`config.mk`:
```
export PLATFORM = sky130hd
export DESIGN_NAME = crc_top
export DESIGN_NICKNAME = d
export VERILOG_FILES = /design/src/hw/crc_pkg.sv /design/src/hw/crc_sync.sv /design/src/hw/crc_top.sv
export SDC_FILE = /design/constraint.sdc
export NUM_CORES = 1
export LEC_CHECK = 0
export ABC_AREA = 0
export ABC_CLOCK_PERIOD_IN_PS = 2270
export BUFFER_PORTS_ARGS = -buffer_cell sky130_fd_sc_hd__buf_4
export CORE_ASPECT_RATIO = 1.25
export CORE_MARGIN = 2
export CORE_UTILIZATION = 54
export CTS_CLUSTER_SIZE = 14
export DETAILED_ROUTE_END_ITERATION = 6
export PLACE_DENSITY = 0.85
export SKIP_CTS_REPAIR_TIMING = 1
export SYNTH_ARGS = -nofsm -noshare
export SYNTH_HDL_FRONTEND = slang
export SYNTH_SLANG_ARGS = --single-unit
```
`constraint.sdc`:
```
create_clock -name ref_clk -period 2.27 [get_ports ref_clk]
set_input_delay 0.3405 -clock ref_clk [delete_from_list [all_inputs] [get_ports ref_clk]]
set_output_delay 0.3405 -clock ref_clk [all_outputs]
set_load 0.03 [all_outputs]
```
`src/hw/crc_pkg.sv`:
```
// Package with constants and types for the converter reset control block.
package crc_pkg;

    // Minimum external reset pulse and the host wait after reset.
    localparam int EXT_MIN_NS      = 25;
    localparam int CLK_PERIOD_NS   = 25;
    localparam int HOST_WAIT_NS    = 2000;
    // Least time rounds up, at least one cycle.
    localparam int EXT_MIN_CYC     = (EXT_MIN_NS + CLK_PERIOD_NS - 1) / CLK_PERIOD_NS;
    localparam int HOST_WAIT_CYC   = (HOST_WAIT_NS + CLK_PERIOD_NS - 1) / CLK_PERIOD_NS;
    // Cycles the core spends in RELEASE, still in reset, after the one HOLD cycle that follows the last source releasing.
    localparam int CORE_HOLD_CYC   = 4;
    localparam int CNT_W           = 8;
    // Reset value of the software reset bit.
    localparam logic SW_BIT_RESET  = 1'b1;
    // Positions of the sources in the source vector.
    localparam int SRC_POR         = 0;
    localparam int SRC_SW          = 1;
    localparam int SRC_EXT         = 2;
    localparam int SRC_W           = 3;

    // Sequencer states, Gray coded along the path.
    typedef enum logic [1:0] {
        CRC_HOLD    = 2'b00,
        CRC_RELEASE = 2'b01,
        CRC_WAIT    = 2'b11,
        CRC_READY   = 2'b10
    } crc_state_t;

    // Status bundle shown to the rest of the core.
    typedef struct packed {
        logic              core_reset;
        logic              host_ready;
        logic              first_frame;
        logic [SRC_W-1:0]  sources;
    } crc_status_t;

endpackage

```
`src/hw/crc_sync.sv`:
```
// Two-flop synchroniser for one level from outside the clock domain.
`timescale 1ns/10ps
module crc_sync #(
    parameter logic RESET_VAL = 1'b0
) (
    // Clock and reset.
    input  wire logic ref_clk,
    input  wire logic reset,
    // Level in and synchronised level out.
    input  wire logic d,
    output logic      q
);
    logic meta_q;

    // The first flop feeds only the second flop.
    always_ff @(posedge ref_clk or posedge reset) begin
        if (reset) begin
            meta_q <= RESET_VAL;
            q      <= RESET_VAL;
        end else begin
            meta_q <= d;
            q      <= meta_q;
        end
    end
endmodule

```
`src/hw/crc_top.sv`:
```
// Reset sequencer combining power-on, software and external resets.
`timescale 1ns/10ps
module crc_top #(
    parameter int HOLD_CYC = crc_pkg::CORE_HOLD_CYC,
    parameter int WAIT_CYC = crc_pkg::HOST_WAIT_CYC
) (
    // Clock and power-on reset from the detector.
    input  wire logic              ref_clk,
    input  wire logic              reset,
    // External active-low reset pin.
    input  wire logic              ext_reset_n,
    // Software reset bit write port from the configuration register.
    input  wire logic              sw_bit_we,
    input  wire logic              sw_bit_wdata,
    // Serial frame sync / chip select pin, active low.
    input  wire logic              frame_sync_chip_select_n,
    // Software reset bit readback.
    output logic                   software_reset_bit,
    // Reset to the digital core, active high.
    output logic                   core_reset,
    // Serial data out forced to all ones during the first frame.
    output logic                   force_ones,
    // Status bundle.
    output crc_pkg::crc_status_t   status
);
    localparam int CW = crc_pkg::CNT_W;

    // Counts that the counter cannot hold are refused at elaboration.
    if (HOLD_CYC < 1 || HOLD_CYC >= (1 << CW) ||
        WAIT_CYC < 1 || WAIT_CYC >= (1 << CW)) begin : g_bad_counts
        $error("crc_top: counts out of range");
    end

    // Synchronised pins.
    logic ext_n_s;
    logic fs_n_s;

    crc_sync #(.RESET_VAL(1'b0)) u_ext_sync (
        .ref_clk (ref_clk),
        .reset   (reset),
        .d       (ext_reset_n),
        .q       (ext_n_s)
    );

    crc_sync #(.RESET_VAL(1'b1)) u_fs_sync (
        .ref_clk (ref_clk),
        .reset   (reset),
        .d       (frame_sync_chip_select_n),
        .q       (fs_n_s)
    );

    // Software bit, sequencer and first-frame state.
    logic                 sw_bit_q, sw_bit_d;
    crc_pkg::crc_state_t  state_q, state_d;
    logic [CW-1:0]        cnt_q, cnt_d;
    logic                 first_q, first_d;
    logic                 fs_prev_q, fs_prev_d;
    logic                 ones_q, ones_d;
    logic [crc_pkg::SRC_W-1:0] src;
    logic                 any_src;

    // Sources: power-on is the async reset itself; sw bit low; pin low.
    always_comb begin
        src = '0;
        src[crc_pkg::SRC_POR] = 1'b0;          // Power-on handled by the async reset.
        // A stored zero starts one reset; masking it while held lets the core leave HOLD.
        src[crc_pkg::SRC_SW]  = ~sw_bit_q & ~core_reset;
        src[crc_pkg::SRC_EXT] = ~ext_n_s;      // Pin low requests reset.
        any_src = |src;                        // Any source holds the core.
    end

    // Next-state logic for the sequencer and the software bit.
    always_comb begin
        sw_bit_d  = sw_bit_q;
        state_d   = state_q;
        cnt_d     = cnt_q;
        first_d   = first_q;
        fs_prev_d = fs_n_s;
        ones_d    = ones_q;
        if (sw_bit_we && !sw_bit_wdata) begin
            sw_bit_d = 1'b0;                   // Software reset request.
        end
        if (any_src) begin
            state_d = crc_pkg::CRC_HOLD;       // Stay held while any source is active.
            cnt_d   = '0;
            first_d = 1'b1;
            ones_d  = 1'b0;
        end else begin
            case (state_q)
                crc_pkg::CRC_HOLD: begin
                    state_d = crc_pkg::CRC_RELEASE;
                    cnt_d   = '0;
                end
                crc_pkg::CRC_RELEASE: begin
                    if (cnt_q == CW'(HOLD_CYC - 1)) begin
                        state_d = crc_pkg::CRC_WAIT;
                        cnt_d   = '0;
                    end else begin
                        cnt_d = cnt_q + 1'b1;
                    end
                end
                crc_pkg::CRC_WAIT: begin
                    if (cnt_q == CW'(WAIT_CYC - 1)) begin
                        state_d = crc_pkg::CRC_READY;  // Host wait elapsed.
                    end else begin
                        cnt_d = cnt_q + 1'b1;
                    end
                end
                crc_pkg::CRC_READY: begin
                    state_d = crc_pkg::CRC_READY;
                end
                default: begin
                    state_d = crc_pkg::CRC_HOLD;
                end
            endcase
        end
        // Bit returns to one in RELEASE while the core is still held, unless a zero write comes in the same cycle.
        if (state_q == crc_pkg::CRC_RELEASE && !(sw_bit_we && !sw_bit_wdata)) begin
            sw_bit_d = crc_pkg::SW_BIT_RESET;
        end
        // First frame after reset drives ones until the frame ends.
        if (!any_src && state_q != crc_pkg::CRC_HOLD) begin
            if (fs_prev_q && !fs_n_s && first_q) begin
                ones_d  = 1'b1;
                first_d = 1'b0;
            end else if (!fs_prev_q && fs_n_s) begin
                ones_d = 1'b0;
            end
        end
    end

    // Registers; power-on reset places everything at defaults.
    always_ff @(posedge ref_clk or posedge reset) begin
        if (reset) begin
            sw_bit_q  <= crc_pkg::SW_BIT_RESET;
            state_q   <= crc_pkg::CRC_HOLD;
            cnt_q     <= '0;
            first_q   <= 1'b1;
            fs_prev_q <= 1'b1;
            ones_q    <= 1'b0;
        end else begin
            sw_bit_q  <= sw_bit_d;
            state_q   <= state_d;
            cnt_q     <= cnt_d;
            first_q   <= first_d;
            fs_prev_q <= fs_prev_d;
            ones_q    <= ones_d;
        end
    end

    // Outputs.
    assign software_reset_bit = sw_bit_q;
    assign core_reset         = (state_q == crc_pkg::CRC_HOLD) ||
                                (state_q == crc_pkg::CRC_RELEASE);
    assign force_ones         = ones_q;
    assign status.core_reset  = core_reset;
    assign status.host_ready  = (state_q == crc_pkg::CRC_READY);
    assign status.first_frame = first_q;
    assign status.sources     = src;
endmodule

```
==> impl_metrics.prom <==
# TYPE chip_impl_metric gauge
chip_impl_info{name="status",value="complete, no violations"} 1
chip_impl_metric{name="finalWorstSetupSlack",unit="ns"} 0.3417
chip_impl_metric{name="detail_route.first_pass.iterations",unit=""} 4
chip_impl_metric{name="routed_via_density",unit=""} 6.107
chip_impl_info{name="crit_path_top_delay_cell",value="sky130_fd_sc_hd__or4b_4"} 1
chip_impl_metric{name="cts.reportedPaths.clkPinSlew",unit="ns"} 0.10
chip_impl_metric{name="drive_above_1_share",unit="%"} 25.00
chip_impl_metric{name="clock_skew",unit="ns"} 0.003566
chip_impl_metric{name="num_vias",unit=""} 800
chip_impl_metric{name="post_synthesis_net_count",unit=""} 114
chip_impl_metric{name="worstMarginPinSlew",unit="ns"} 0.6569
chip_impl_info{name="setup.worst_path.start",value="cnt_q[0]"} 1
chip_impl_metric{name="leakage_power_total",unit="µW"} 0.0005028
chip_impl_metric{name="via_count_of_the_first_global_routing_pass",unit=""} 759
chip_impl_metric{name="maxSlewViolCount",unit=""} 0
chip_impl_metric{name="switching_share",unit="%"} 43.48
chip_impl_metric{name="layout.filler_cells",unit=""} 143
chip_impl_info{name="ctsRootBufferMaster",value="sky130_fd_sc_hd__clkbuf_4"} 1
chip_impl_info{name="critical_path.top_delay_family",value="simple AND/OR/NAND/NOR gates"} 1
chip_impl_metric{name="slew-limit-headroom",unit="%"} 56.16
chip_impl_metric{name="gp_routability_congestion",unit=""} 0.8761
chip_impl_metric{name="power.switching",unit="µW"} 524.4
chip_impl_metric{name="number_of_maximum_capacitance_violations",unit=""} 0
chip_impl_metric{name="worst_path_required",unit="ns"} 2.50
chip_impl_info{name="worstPathCellList",value="ha_1 > or4b_4 > or3_4 > nand3b_1 > mux2i_1"} 1
chip_impl_metric{name="synth_enable_flop_cells",unit=""} 0
chip_impl_metric{name="clock_sink_count",unit=""} 18
chip_impl_metric{name="finalCriticalPeriod",unit="ns"} 1.928
chip_impl_metric{name="initial_core_util",unit="%"} 56.96
chip_impl_info{name="cts_tree",value="yes"} 1
chip_impl_metric{name="cts-root-to-sink-buffers",unit=""} 2
chip_impl_metric{name="timing.final.setup_violations",unit=""} 0
chip_impl_metric{name="global_route.usage.total",unit="%"} 20.04
chip_impl_metric{name="yosys_warnings",unit=""} 0
chip_impl_metric{name="antennaDiodeCount",unit=""} 0
chip_impl_metric{name="die_height",unit="µm"} 51.96
chip_impl_info{name="rsz0062_at_grt",value="no"} 1
chip_impl_metric{name="worst_path_largest_cell_delay",unit="ns"} 0.50
chip_impl_metric{name="synth_cells",unit=""} 103
chip_impl_metric{name="drt_wl_total",unit="mm"} 1.969
chip_impl_metric{name="register_to_register_path_depth",unit=""} 5
chip_impl_metric{name="antenna_found_initial",unit=""} 0
chip_impl_metric{name="ant_nets",unit=""} 0
chip_impl_metric{name="period_share",unit="%"} 84.95
chip_impl_info{name="setup.worst_path.class",value="reg2reg"} 1
chip_impl_metric{name="p_seq_share",unit="%"} 34.5
chip_impl_metric{name="flops_latches_synth",unit=""} 18
chip_impl_metric{name="clk-insertion-delay-late",unit="ns"} 0.30
chip_impl_metric{name="routed_wire_length_per_instance",unit="µm"} 15.03
chip_impl_metric{name="grt_first_pass_wirelength",unit="mm"} 3.256
chip_impl_metric{name="io_pins",unit=""} 15
chip_impl_metric{name="powerDensity",unit="nW/µm²"} 1097
chip_impl_metric{name="combinationalPowerShare",unit="%"} 49.0
chip_impl_info{name="ys_dominant_reg_cell",value="sky130_fd_sc_hd__dfrtp_1"} 1
chip_impl_metric{name="worstPathArrival",unit="ns"} 2.16
chip_impl_metric{name="worst-path-max-fanout",unit=""} 5
chip_impl_metric{name="avgSynthCellArea",unit="µm²"} 9.645
chip_impl_metric{name="synth_async_sr_flop_share",unit="%"} 100.0
chip_impl_metric{name="synth-seq-area-share",unit="%"} 45.97
chip_impl_metric{name="htreeDepth",unit=""} 1
chip_impl_info{name="setup_crit_end_kind",value="register"} 1
chip_impl_metric{name="placement_rows",unit=""} 17
chip_impl_metric{name="maxClockFrequency",unit="MHz"} 518.6
chip_impl_metric{name="total_power",unit="µW"} 1206
chip_impl_metric{name="port_buffers",unit=""} 13
chip_impl_metric{name="die_width",unit="µm"} 42.37
chip_impl_metric{name="cts-buffers-inserted",unit=""} 3
chip_impl_metric{name="cell_count_along_the_critical_path",unit=""} 5
chip_impl_metric{name="placement.setup.worst_slack",unit="ns"} 0.3692
chip_impl_metric{name="flow.area_growth_from_synthesis",unit="%"} 10.70
chip_impl_metric{name="ir_worst_vdd",unit="mV"} 0.6419
chip_impl_metric{name="final_nets",unit=""} 124
chip_impl_metric{name="core_area",unit="µm²"} 1744
chip_impl_metric{name="detail_route.drc_violations",unit=""} 0
chip_impl_metric{name="synthDistinctLibCells",unit=""} 34
chip_impl_metric{name="finalHoldViolCount",unit=""} 0
chip_impl_metric{name="fin_tns_setup",unit="ns"} 0
chip_impl_metric{name="floorplan.die_area",unit="µm²"} 2201
chip_impl_metric{name="grt_overflow",unit=""} 0
chip_impl_metric{name="dp.final_hpwl",unit="mm"} 1.481
chip_impl_info{name="critical_path.reg2reg.startpoint",value="cnt_q[0]"} 1
chip_impl_metric{name="synth.cell_area",unit="µm²"} 993.5
chip_impl_info{name="timing.hold.worst.class",value="in2async"} 1
chip_impl_metric{name="initialDrtViolationCount",unit=""} 7
chip_impl_info{name="timing.critical_path.from_type",value="register"} 1
chip_impl_metric{name="critPathBufInv",unit=""} 0
chip_impl_metric{name="cell_internal_pwr",unit="µW"} 681.5
chip_impl_metric{name="maximum_number_of_pins_on_one_net_before_global_route_repair",unit=""} 19
chip_impl_metric{name="power.clock.fraction",unit="%"} 16.6
[Yosys cell counts, types with 3 or more instances]
cell | instances | area share [%]
sky130_fd_sc_hd__a21oi_1 | 8 | 4.0
sky130_fd_sc_hd__a311oi_1 | 4 | 3.5
sky130_fd_sc_hd__a31oi_1 | 4 | 2.5
sky130_fd_sc_hd__and3_1 | 3 | 1.9
sky130_fd_sc_hd__buf_4 | 3 | 2.3
sky130_fd_sc_hd__dfrtp_1 | 13 | 33
sky130_fd_sc_hd__dfstp_2 | 5 | 13
sky130_fd_sc_hd__ha_1 | 5 | 6.3
sky130_fd_sc_hd__inv_1 | 9 | 3.4
sky130_fd_sc_hd__nand2_1 | 7 | 2.6
sky130_fd_sc_hd__nand3_1 | 6 | 3.0
sky130_fd_sc_hd__nor2_1 | 5 | 1.9
sky130_fd_sc_hd__o21ai_0 | 3 | 1.5
[worst register-to-register path, delay by kind of cell, from the launching register on]
| kind | cells | cell delay, ns |
|---|---|---|
| simple gates | 3 | 1.02 |
| flops | 1 | 0.41 |
| mux | 1 | 0.19 |
| fa+ha+maj | 1 | 0.24 |
[per-layer routing]
layer / routed length, µm / vias up / GRT usage (%)
met1: 774 / 392 / 22.57
met5: 0 / - / 0
met3: 58 / 5 / 2.083
li1: - / 386 / -
met2: 1092 / 17 / 36.15
met4: 44 / 0 / 11.98
[cells in the final DEF (no fill, tap or decap), types with 5 or more instances in the layout]
cell type                  n
sky130_fd_sc_hd__nand3_1   6
sky130_fd_sc_hd__dfstp_2   5
sky130_fd_sc_hd__dfrtp_1  13
sky130_fd_sc_hd__nand2_1   7
sky130_fd_sc_hd__inv_1     9
sky130_fd_sc_hd__buf_4    13
sky130_fd_sc_hd__ha_1      5
sky130_fd_sc_hd__a21oi_1   8
sky130_fd_sc_hd__nor2_1    5
[power groups by stage]
stage / registers, µW / clock network (µW) / logic [µW]
after global routing: 422 / 213 / 643
after CTS: 415 / 203 / 593
final: 415 / 200 / 590
after detailed placement: 421 / 0 / 589
after floorplan: 440 / 0 / 455
after global placement: 416 / 0 / 574
[registers in the layout, indices dropped and copies added (netlist names)]
register            flops
cnt_q                   8
first_q                 1
u_ext_sync.meta_q       1
u_fs_sync.q             1
u_fs_sync.meta_q        1
force_ones              1
u_ext_sync.q            1
software_reset_bit      1
state_q                 2
fs_prev_q               1
[logic make-up after synthesis]
group | Yosys count | share of synthesized area (%)
and+or+nand+nor | 33 | 18.77
AOI/OAI and AO/OA | 28 | 19.02
DFF | 18 | 45.97
buffers and inverters | 17 | 8.564
adders and majority gates | 5 | 6.297
muxes | 1 | 1.008
other | 1 | 0.3775
[final timing paths]
kind | endpoint | slack (ns)
worst max register to register | state_q[0] | 0.34
worst max-delay path | state_q[0] | 0.34
worst min-delay path | cnt_q[4] | 0.12
worst min register to register | u_ext_sync.q | 0.36
min in group ref_clk | u_fs_sync.meta_q | 0.13
max in group asynchronous | state_q[1] | 1.73
[stage by stage]
| step | cell area (µm²) | hold slack, ns | cells | utilization, % |
|---|---|---|---|---|
| 6_report | 1100 | 0.1230 | 131 | 63.06 |
| 5_1_grt | 1100 | 0.1305 | 131 | 63.06 |
| 4_1_cts | 1100 | 0.1297 | 131 | 63.06 |
| 3_5_place_dp | 1064 | 0.3356 | 127 | 60.98 |
| 3_3_place_gp | 1064 | 0.3342 | 127 | 60.98 |
| 2_1_floorplan | 993.5 | 0.2754 | 103 | - |
[final cells by class]
type,instances,area [µm²],area share [%]
inverters,9,33.78,3.072
multi-input cells,68,451.7,41.07
clock buffers,4,36.28,3.299
repair buffers,13,97.59,8.874
well taps,19,23.77,2.162
flip-flops and latches,18,456.7,41.52
No activity file was read; power rests on OpenSTA's default activity.
